$ cat src/pkg/rst_seq_pkg.sv
// Purpose: shared constants and carrier types for the reset and strap sequencer
// Assumes: one 100 MHz core clock; register access comes from the in-band cell decoder
// Notes:   register offsets are 16-bit in-band addresses
package rst_seq_pkg;

  // ==========================================================================
  // timing
  localparam int unsigned CLK_PERIOD_NS   = 10;
  localparam int unsigned RST_MIN_NS      = 100;
  // least time, rounded up to whole cycles
  localparam int unsigned RST_MIN_CYC     = (RST_MIN_NS + CLK_PERIOD_NS - 1) / CLK_PERIOD_NS;
  localparam int unsigned STRAP_LOAD_CYC  = 16;
  localparam int unsigned POST_RESET_CYC  = 16;
  localparam int unsigned CMD_RESET_CYC   = 35;
  localparam int unsigned TRI_DELAY_CYC   = 2;
  localparam int unsigned TRI_HOLD_CYC    = 24;
  localparam int unsigned PHY_PULSE_CYC   = 8;
  localparam int unsigned SW_PHY_CYC      = 16;

  // ==========================================================================
  // register offsets
  localparam logic [15:0] MODE_SELECT_OFS = 16'h8006;
  localparam logic [15:0] PHY_RESET_OFS   = 16'h8007;
  localparam logic [15:0] PIN_CTRL_OFS    = 16'h801a;
  localparam logic [15:0] TX_TAG_OFS      = 16'h8020;
  localparam logic [15:0] RX_TAG_OFS      = 16'h8021;
  localparam logic [15:0] TX_SUBPOS_OFS   = 16'h8022;
  localparam logic [15:0] RX_SUBPOS_OFS   = 16'h8023;

  // ==========================================================================
  // field positions and codes
  localparam int unsigned MODE_CP_WIDTH   = 0;
  localparam int unsigned MODE_CP_CLKDIR  = 1;
  localparam int unsigned MODE_UT_WIDTH   = 2;
  localparam int unsigned MODE_CONTROL_PINS_A_STYLE = 3;
  localparam int unsigned MODE_EE_INIT    = 4;
  localparam int unsigned TAG_HEC         = 3;
  localparam int unsigned TAG_LOC         = 4;
  localparam logic [3:0]  MSG_RESET       = 4'h3;
  localparam logic [7:0]  CFG_RST_VAL     = 8'h00;

  // ==========================================================================
  // carriers
  typedef struct packed {
    logic [11:0] control_pins_a_strap_bus;
    logic [1:0]  control_pins_a;   // pins 3 and 2
    logic [3:0]  txaddr;
  } strap_pins_type;

  typedef struct packed {
    logic        wr;
    logic        rd;
    logic [15:0] addr;
    logic [7:0]  wdata;
  } reg_req_type;

  typedef struct packed {
    logic [4:0] mode_select;
    logic [4:0] tx_tag_config;
    logic [4:0] rx_tag_config;
    logic [2:0] tx_subport_pos;
    logic [2:0] rx_subport_pos;
  } strap_cfg_type;

endpackage
$ cat src/logic/pin_sync.sv
// Purpose: three-stage synchroniser with agreement filter for board pins
// Assumes: inputs are asynchronous to clk_in
// Notes:   output moves only once stages two and three agree
module pin_sync import rst_seq_pkg::*; #(
  parameter int unsigned W = 1
) (
  // clock and reset
  input  wire logic         clk_in,
  input  wire logic         sys_rst_in,
  // pins
  input  wire logic [W-1:0] pin_in,
  input  wire logic [W-1:0] rst_val_in,
  // filtered level
  output logic      [W-1:0] level_out
);

  typedef struct packed {
    logic [W-1:0] s1;
    logic [W-1:0] s2;
    logic [W-1:0] s3;
    logic [W-1:0] val;
  } sync_type;

  sync_type st_ff;
  sync_type nxt_st;

  // ==========================================================================
  // shift and filter; s1 feeds only s2 to keep metastability contained
  always_comb begin
    nxt_st     = st_ff;
    nxt_st.s1  = pin_in;
    nxt_st.s2  = st_ff.s1;
    nxt_st.s3  = st_ff.s2;
    for (int i = 0; i < W; i++) begin
      if (st_ff.s2[i] == st_ff.s3[i]) begin
        nxt_st.val[i] = st_ff.s3[i];
      end
    end
  end

  // reset value is a port level, so it is taken by the clocked path
  always_ff @(posedge clk_in) begin
    if (sys_rst_in) begin
      st_ff <= {4{rst_val_in}};
    end else begin
      st_ff <= nxt_st;
    end
  end

  assign level_out = st_ff.val;

endmodule // pin_sync

$ cat src/logic/pulse_timer.sv
// Purpose: retriggerable fixed-length pulse timer
// Assumes: load and clear are same-clock pulses
// Notes:   a load while busy restarts the full count
module pulse_timer import rst_seq_pkg::*; #(
  parameter int unsigned CNT_W = 5,
  parameter int unsigned LEN   = SW_PHY_CYC
) (
  // clock and reset
  input  wire logic clk_in,
  input  wire logic sys_rst_in,
  // control
  input  wire logic load_in,
  input  wire logic clear_in,
  // status
  output logic      busy_out,
  output logic      done_out
);

  typedef struct packed {
    logic             busy;
    logic             done;
    logic [CNT_W-1:0] cnt;
  } timer_type;

  timer_type st_ff;
  timer_type nxt_st;

  // ==========================================================================
  // count down; clear beats load so a device reset kills the pulse
  always_comb begin
    nxt_st      = st_ff;
    nxt_st.done = 1'b0;
    if (clear_in) begin
      nxt_st.busy = 1'b0;
      nxt_st.cnt  = '0;
    end else if (load_in) begin
      nxt_st.busy = 1'b1;
      nxt_st.cnt  = CNT_W'(LEN - 1);
    end else if (st_ff.busy) begin
      if (st_ff.cnt == '0) begin
        nxt_st.busy = 1'b0;
        nxt_st.done = 1'b1;
      end else begin
        nxt_st.cnt = st_ff.cnt - 1'b1;
      end
    end
  end

  always_ff @(posedge clk_in) begin
    if (sys_rst_in) begin
      st_ff <= '0;
    end else begin
      st_ff <= nxt_st;
    end
  end

  assign busy_out = st_ff.busy;
  assign done_out = st_ff.done;

endmodule // pulse_timer

$ cat src/logic/reset_and_strap_config_sequencer.sv
// Purpose: sequences device and phy resets and loads strap configuration
// Assumes: register accesses and reset commands come from the in-band cell decoder
// Notes:   outputs_tristate_out gates every output driver of the device
//
// Summary of operation
// - from reset pin rise, load straps for 16 cycles with outputs tri-stated
// - reset pin or in-band reset command resets device and phys
// - in-band reset command holds internal reset for 35 cycles
// - device stays in reset 16 cycles after either reset ends
// - tri-state two cycles after reset asserts, until 24 after it ends
// - after tri-state period, drive phy reset low eight cycles, then high
// - writing one to phy reset bit pulses phy reset low 16 cycles
// - phy reset bit clears itself when its pulse completes
// - override bit set makes pin-configured registers writable
// - cell-port width bit loads from strap bus bit 10
// - cell-port clock direction bit loads from control pin 3
// - utopia width bit loads from strap bus bit 11
// - management style bit loads from control pin 2
// - transmit tag register loads from strap bus bits 4 to 0
// - receive tag register loads from strap bus bits 9 to 5
// - transmit address straps 2 to 0 load both subport positions
// - transmit address strap 3 requests eeprom header copy at reset
// - while override bit is zero, pin-configured registers ignore writes
// - phy reset bit is bit zero of register 8007
module reset_and_strap_config_sequencer import rst_seq_pkg::*; (
  // clock and reset
  input  wire logic           clk_in,
  input  wire logic           sys_rst_in,
  // board pins
  input  wire logic           sys_reset_n_in,
  input  wire strap_pins_type strap_pins_in,
  // in-band register access and commands
  input  wire reg_req_type    reg_req_in,
  input  wire logic           cmd_valid_in,
  input  wire logic [3:0]     cmd_type_in,
  output logic [7:0]          rd_data_out,
  // reset outputs
  output logic                device_reset_out,
  output logic                outputs_tristate_out,
  output logic                phy_reset_n_out,
  output logic                phy_reset_oe_out,
  // configuration
  output strap_cfg_type       cfg_out,
  output logic                override_out,
  output logic                eeprom_copy_req_out
);

  typedef enum logic [2:0] {ST_RUN, ST_PIN, ST_CMD, ST_POST, ST_PHY} seq_state_type;

  typedef struct packed {
    seq_state_type state;
    logic [5:0]    cnt;
    logic [1:0]    asrt_cnt;
    strap_cfg_type cfg;
    logic          override;
    logic          phy_bit;
    logic          ee_req;
    logic [7:0]    rd_data;
  } seq_type;

  seq_type        st_ff;
  seq_type        nxt_st;
  logic           rst_pin_n;
  strap_pins_type straps;
  logic           dev_rst;
  logic           tri_on;
  logic           cmd_rst;
  logic           sw_start;
  logic           sw_busy;
  logic           sw_done;

  // write decode shared by all registers
  function automatic logic wr_hit(input reg_req_type r, input logic [15:0] ofs);
    return r.wr && (r.addr == ofs);
  endfunction

  // ==========================================================================
  // pin synchronisers
  // reset pin filtering
  pin_sync #(.W(1)) u_rst_sync (
    .clk_in     (clk_in),
    .sys_rst_in (sys_rst_in),
    .pin_in     (sys_reset_n_in),
    .rst_val_in (1'b1),
    .level_out  (rst_pin_n)
  );

  pin_sync #(.W($bits(strap_pins_type))) u_strap_sync (
    .clk_in     (clk_in),
    .sys_rst_in (sys_rst_in),
    .pin_in     (strap_pins_in),
    .rst_val_in ('0),
    .level_out  (straps)
  );

  // ==========================================================================
  // software phy reset pulse
  pulse_timer #(.CNT_W(5), .LEN(SW_PHY_CYC)) u_phy_timer (
    .clk_in     (clk_in),
    .sys_rst_in (sys_rst_in),
    .load_in    (sw_start),
    .clear_in   (dev_rst),
    .busy_out   (sw_busy),
    .done_out   (sw_done)
  );

  // ==========================================================================
  // decoded levels
  // in-band reset command
  assign cmd_rst = cmd_valid_in && (cmd_type_in == MSG_RESET);
  assign dev_rst = (st_ff.state == ST_PIN) || (st_ff.state == ST_CMD) ||
                   ((st_ff.state == ST_POST) && (st_ff.cnt < 6'(POST_RESET_CYC)));
  assign tri_on  = (((st_ff.state == ST_PIN) || (st_ff.state == ST_CMD)) &&
                    (st_ff.asrt_cnt >= 2'(TRI_DELAY_CYC))) || (st_ff.state == ST_POST);
  assign sw_start = !dev_rst && wr_hit(reg_req_in, PHY_RESET_OFS) && reg_req_in.wdata[0];

  // ==========================================================================
  // sequencer and register file
  always_comb begin
    nxt_st        = st_ff;
    nxt_st.ee_req = 1'b0;
    if (st_ff.asrt_cnt != 2'(TRI_DELAY_CYC)) begin
      nxt_st.asrt_cnt = st_ff.asrt_cnt + 1'b1;
    end
    unique case (st_ff.state)
      ST_RUN, ST_PHY: begin
        nxt_st.cnt = st_ff.cnt + 1'b1;
        if ((st_ff.state == ST_PHY) && (st_ff.cnt == 6'(PHY_PULSE_CYC - 1))) begin
          nxt_st.state = ST_RUN;
        end
      end
      ST_PIN: begin
        if (rst_pin_n) begin
          nxt_st.state = ST_POST;
          nxt_st.cnt   = '0;
        end
      end
      ST_CMD: begin
        nxt_st.cnt = st_ff.cnt + 1'b1;
        if (st_ff.cnt == 6'(CMD_RESET_CYC - 1)) begin
          nxt_st.state = ST_POST;
          nxt_st.cnt   = '0;
        end
      end
      ST_POST: begin
        nxt_st.cnt = st_ff.cnt + 1'b1;
        if (st_ff.cnt == 6'(TRI_HOLD_CYC - 1)) begin
          nxt_st.state = ST_PHY;
          nxt_st.cnt   = '0;
        end
      end
    endcase
    if (!rst_pin_n && (st_ff.state != ST_PIN)) begin
      nxt_st.state    = ST_PIN;
      nxt_st.asrt_cnt = tri_on ? st_ff.asrt_cnt : 2'd0; // floating outputs must stay floating
    end else if (cmd_rst && ((st_ff.state == ST_RUN) || (st_ff.state == ST_PHY))) begin
      nxt_st.state    = ST_CMD;
      nxt_st.cnt      = '0;
      nxt_st.asrt_cnt = '0;
    end

    if (dev_rst) begin
      nxt_st.override = 1'b0;
      nxt_st.phy_bit  = 1'b0;
      if ((st_ff.state == ST_POST) && (st_ff.cnt < 6'(STRAP_LOAD_CYC))) begin
        nxt_st.cfg.mode_select[MODE_CP_WIDTH]   = straps.control_pins_a_strap_bus[10];
        nxt_st.cfg.mode_select[MODE_CP_CLKDIR]  = straps.control_pins_a[1];
        nxt_st.cfg.mode_select[MODE_UT_WIDTH]   = straps.control_pins_a_strap_bus[11];
        nxt_st.cfg.mode_select[MODE_CONTROL_PINS_A_STYLE] = straps.control_pins_a[0];
        nxt_st.cfg.mode_select[MODE_EE_INIT]    = straps.txaddr[3];
        nxt_st.cfg.tx_tag_config = {straps.control_pins_a_strap_bus[3], straps.control_pins_a_strap_bus[4],
                                    straps.control_pins_a_strap_bus[2:0]};
        nxt_st.cfg.rx_tag_config = {straps.control_pins_a_strap_bus[8], straps.control_pins_a_strap_bus[9],
                                    straps.control_pins_a_strap_bus[7:5]};
        nxt_st.cfg.tx_subport_pos = straps.txaddr[2:0];
        nxt_st.cfg.rx_subport_pos = straps.txaddr[2:0];
        if (st_ff.cnt == 6'(STRAP_LOAD_CYC - 1)) begin
          nxt_st.ee_req = straps.txaddr[3];
        end
      end
    end else begin
      if (sw_start) begin
        nxt_st.phy_bit = 1'b1;
      end else if (sw_done) begin
        nxt_st.phy_bit = 1'b0;
      end
      if (wr_hit(reg_req_in, PIN_CTRL_OFS)) begin
        nxt_st.override = reg_req_in.wdata[0];
      end
      if (st_ff.override) begin
        if (wr_hit(reg_req_in, MODE_SELECT_OFS)) begin
          nxt_st.cfg.mode_select = reg_req_in.wdata[4:0];
        end
        if (wr_hit(reg_req_in, TX_TAG_OFS)) begin
          nxt_st.cfg.tx_tag_config = reg_req_in.wdata[4:0];
        end
        if (wr_hit(reg_req_in, RX_TAG_OFS)) begin
          nxt_st.cfg.rx_tag_config = reg_req_in.wdata[4:0];
        end
        if (wr_hit(reg_req_in, TX_SUBPOS_OFS)) begin
          nxt_st.cfg.tx_subport_pos = reg_req_in.wdata[2:0];
        end
        if (wr_hit(reg_req_in, RX_SUBPOS_OFS)) begin
          nxt_st.cfg.rx_subport_pos = reg_req_in.wdata[2:0];
        end
      end
    end

    // read mux; unmapped reads return zero
    if (reg_req_in.rd) begin
      unique case (reg_req_in.addr)
        MODE_SELECT_OFS: nxt_st.rd_data = {3'h0, st_ff.cfg.mode_select};
        PHY_RESET_OFS:   nxt_st.rd_data = {7'h00, st_ff.phy_bit};
        PIN_CTRL_OFS:    nxt_st.rd_data = {7'h00, st_ff.override};
        TX_TAG_OFS:      nxt_st.rd_data = {3'h0, st_ff.cfg.tx_tag_config};
        RX_TAG_OFS:      nxt_st.rd_data = {3'h0, st_ff.cfg.rx_tag_config};
        TX_SUBPOS_OFS:   nxt_st.rd_data = {5'h00, st_ff.cfg.tx_subport_pos};
        RX_SUBPOS_OFS:   nxt_st.rd_data = {5'h00, st_ff.cfg.rx_subport_pos};
        default:         nxt_st.rd_data = 8'h00;
      endcase
    end
  end

  // ==========================================================================
  // state register; power-on behaves like a pin reset
  always_ff @(posedge clk_in) begin
    if (sys_rst_in) begin
      st_ff          <= '0;
      st_ff.state    <= ST_PIN;
      st_ff.asrt_cnt <= 2'(TRI_DELAY_CYC);
      st_ff.cfg      <= strap_cfg_type'(CFG_RST_VAL);
    end else begin
      st_ff <= nxt_st;
    end
  end

  // ==========================================================================
  // outputs
  assign device_reset_out     = dev_rst;
  assign outputs_tristate_out = tri_on;
  assign phy_reset_n_out      = !((st_ff.state == ST_PHY) || sw_busy);
  assign phy_reset_oe_out     = !tri_on;
  assign cfg_out              = st_ff.cfg;
  assign override_out         = st_ff.override;
  assign eeprom_copy_req_out  = st_ff.ee_req;
  assign rd_data_out          = st_ff.rd_data;
endmodule // reset_and_strap_config_sequencer

$ cat config.mk
export PLATFORM = sky130hd
export DESIGN_NAME = reset_and_strap_config_sequencer
export DESIGN_NICKNAME = d
export VERILOG_FILES = /design/src/pkg/rst_seq_pkg.sv /design/src/logic/pin_sync.sv /design/src/logic/pulse_timer.sv /design/src/logic/reset_and_strap_config_sequencer.sv
export SDC_FILE = /design/constraint.sdc
export NUM_CORES = 1
export LEC_CHECK = 0
export ABC_AREA = 1
export BUFFER_PORTS_ARGS = -buffer_cell sky130_fd_sc_hd__buf_2
export CORE_MARGIN = 5
export CORE_UTILIZATION = 25
export CTS_CLUSTER_DIAMETER = 40
export DETAILED_ROUTE_END_ITERATION = 6
export GPL_TIMING_DRIVEN = 1
export SLEW_MARGIN = 0
export SYNTH_ARGS = -nofsm -noshare
export SYNTH_HDL_FRONTEND = slang
export SYNTH_HIERARCHICAL = 1
export SYNTH_SLANG_ARGS = --single-unit
$ cat constraint.sdc
create_clock -name clk_in -period 2.1 [get_ports clk_in]
set_input_delay 0.63 -clock clk_in [delete_from_list [all_inputs] [get_ports clk_in]]
set_output_delay 0.63 -clock clk_in [all_outputs]
set_load 0.01 [all_outputs]
==> reports/results.txt <==
Critical path class: reg -> out
M1 GR Usage: 0.145
Area of the core: 22700 sq um
Register area share after synthesis: 0.458
Number of synthesized flops with an enable pin: 19
Global-route wire length before repair: 22.4 mm
Synth Flop Type: dfxtp_1
Drt total wl: 13.6 mm
Antenna cells: 0
Worst-path clk slew: 0.06 ns
Vias in the first global route: 4639
Reg2reg setup slack: 0.30 ns
Die ar.: 26300 sq um
Largest net degree at the start of global routing: 55
Post-synth cell types: 42
Setup Skew: 0.0118 ns
Post-route cell area: 7110 sq um
TritonRoute pass-1 iters: 5
Worst r2r path cells: 12
RSZ-0062 raised after global routing: true
Dpl hpwl: 10.1 mm
PnR worst setup slack: -0.0505 ns
Root Buffer: clkbuf_16
Post-DP Area: 6380 sq um
Leakage power: 3.51 nW
DRT iter0 DRCs: 327
Sink Count: 123
PD cells: 1220 nW/um^2
Fin util: 0.313
Status: finished with violations
I/O Pins: 87
Hold Path Origin: strap_pins_in[13]
Gr usage total: 0.105
Mapped Cells: 791
Tot Pwr: 8.67 mW
Clock Latency Late Sink: 0.41 ns
Count of final hold-check violations: 0
Measured slew at the worst slew-check pin: 0.719 ns
Most Used Layer, Global Route: met2
Failing checks: negative setup slack
GRT overflow: 0
Global Route met2 Usage: 0.165
# nets final: 942
Initial Util: 0.255
#FFs+latches synth: 123
CTS tree: done
Vias: 4943
Post-route ant nets: 0
Area Overhead vs Synth: 22.8%
Number of H-tree levels: 4
Critical path peak fanout: 3
Peak VDD IR: 0.000574 V
Worst Hold Class: in -> reg
Mapped Area: 5790 sq um
Max Clk Rate: 465 MHz
IO buf count: 80
Minimum clock period: 2.15 ns
Critical R2R Capture: u_phy_timer/st_ff[3]
Die Span Y: 162 um
Mapped Avg Cell Area: 7.33 sq um
Startpoint Class: flip-flop
Layout Cells excl Fill: 1183
Row count: 55
Setup Total Neg Slack: -0.0739 ns
Max-slew violation count: 0
Final Cycle Share: 1.02
Final setup vio count: 2
Relative slew slack: 0.520
Hold EP: u_strap_sync/nxt_st[49]
Critical Path End Type: output pin
Vias per inst: 4.18
Fraction of registers with async set/reset: 0
Die width: 162 um
Cells after DPL: 1143
RePlAce Congestion: 0.803
Crit path arrival time: 1.52 ns
Required @ worst endpoint: 1.47 ns
Reg-to-reg startpoint: st_ff[42]
Max_cap viols: 0
Share of post-route cells with drive strength above 1: 0.196
WL per Instance: 11.5 um
Residual DRC: 0
Initial antenna violation count: 0
CTS Buf Count: 17
Synth warnings: 6
Hold path cells: 3
Max Root-Sink Buffers: 2
Met3 Usage GRT: 0.0231
==> metal layers <==
layer	routed length, um	share of wire
met5	0	0
met4	125	0.0092
met1	6710	0.49
met3	773	0.057
met2	5970	0.44
==> cells in the final DEF, fill, tap and decap left out, types with 19 or more instances in the layout <==
cell type  count
nor2_1        68
a21oi_1       24
nand3_1       66
buf_4         21
o21ai_0       50
edfxtp_1      19
nand2_1      254
dfxtp_1       98
conb_1        22
buf_2         79
inv_1         92
==> logic make-up after synthesis <==
kind of cell | share of synthesized area
simple gates | 0.315
buf+inv | 0.127
flops | 0.458
compound gates | 0.0827
fa+ha+maj | 0.0108
xor+xnor | 0.00605
other cells | 0.00130
==> synth_stat cells (3+ instances only) <==
cell type  number  area share
a21oi_1        25       0.022
a31oi_1         3      0.0032
buf_4          31       0.040
buf_6           8       0.016
clkbuf_2        3      0.0026
dfxtp_1       104        0.36
edfxtp_1       19       0.098
ha_1            5       0.011
inv_1          94       0.061
nand2_1       254        0.16
nand2_2         7      0.0076
nand2_4         3      0.0058
nand3_1        66       0.057
nand4_1         5      0.0054
nor2_1         69       0.045
nor2_2          5      0.0054
o21ai_0        50       0.043
o21ai_1         3      0.0026
==> power by group <==
group	internal [mW]	switching, mW
combinational	0.988	1.64
clock	1.84	1.15
sequential	2.78	0.271
==> worst max-delay path: stages, from the launching register on <==
cell	delay, ns
dfxtp_2	0.33
inv_2	0.05
ha_4	0.15
or2_4	0.23
a21oi_4	0.17
inv_1	0.05
buf_2	0.13
==> how the worst max path moves through the flow <==
stage / endpoint / slack [ns] / start / depth (start not counted)
2_1_floorplan: outputs_tristate_out / 0.24 / st_ff[32] / 5
3_3_place_gp: cfg_out[8] / 0.06 / reg_req_in[15] / 9
3_5_place_dp: u_phy_timer/st_ff[3] / 0.06 / reg_req_in[11] / 9
4_1_cts: outputs_tristate_out / -0.05 / st_ff[32] / 6
5_1_grt: outputs_tristate_out / -0.11 / st_ff[32] / 6
6_report: outputs_tristate_out / -0.05 / st_ff[32] / 6
==> what timing repair did <==
action	in CTS	in global routing
pin swaps	5	7
endpoints found under the setup margin	3	3
gates resized for setup	17	4
buffers inserted	4	4
hold buffers	0	0
==> sequential cells by signal, summed over array words and instances (netlist names) <==
register and flops:
rd_data_out 5, eeprom_copy_req_out 1, u_rst_sync/st_ff 1, u_strap_sync/st_ff 18
u_phy_timer/st_ff 5, u_phy_timer/busy_out 1, cfg_out 21, st_ff 12
u_rst_sync/level_out 1, u_phy_timer/done_out 1, override_out 1, u_strap_sync/nxt_st 36
u_rst_sync/nxt_st 2, u_strap_sync/level_out 18
==> per-stage QoR <==
step                hold WS [ns]  setup slack [ns]
floorplan                  0.396             0.236
global route               0.407            -0.106
CTS                        0.386           -0.0548
detailed placement         0.403            0.0634
global placement           0.398            0.0619
finish                     0.402           -0.0505
==> final cells by class <==
type	instances	area (sq um)
timing repair buffer	102	584
sequential	123	2660
inverter	98	378
tap	285	357
clock buffer	19	453
clock inverter	13	154
multi-input combinational	543	2530
fill	2447	15600
Note: power is estimated with default switching activity, not from simulation.
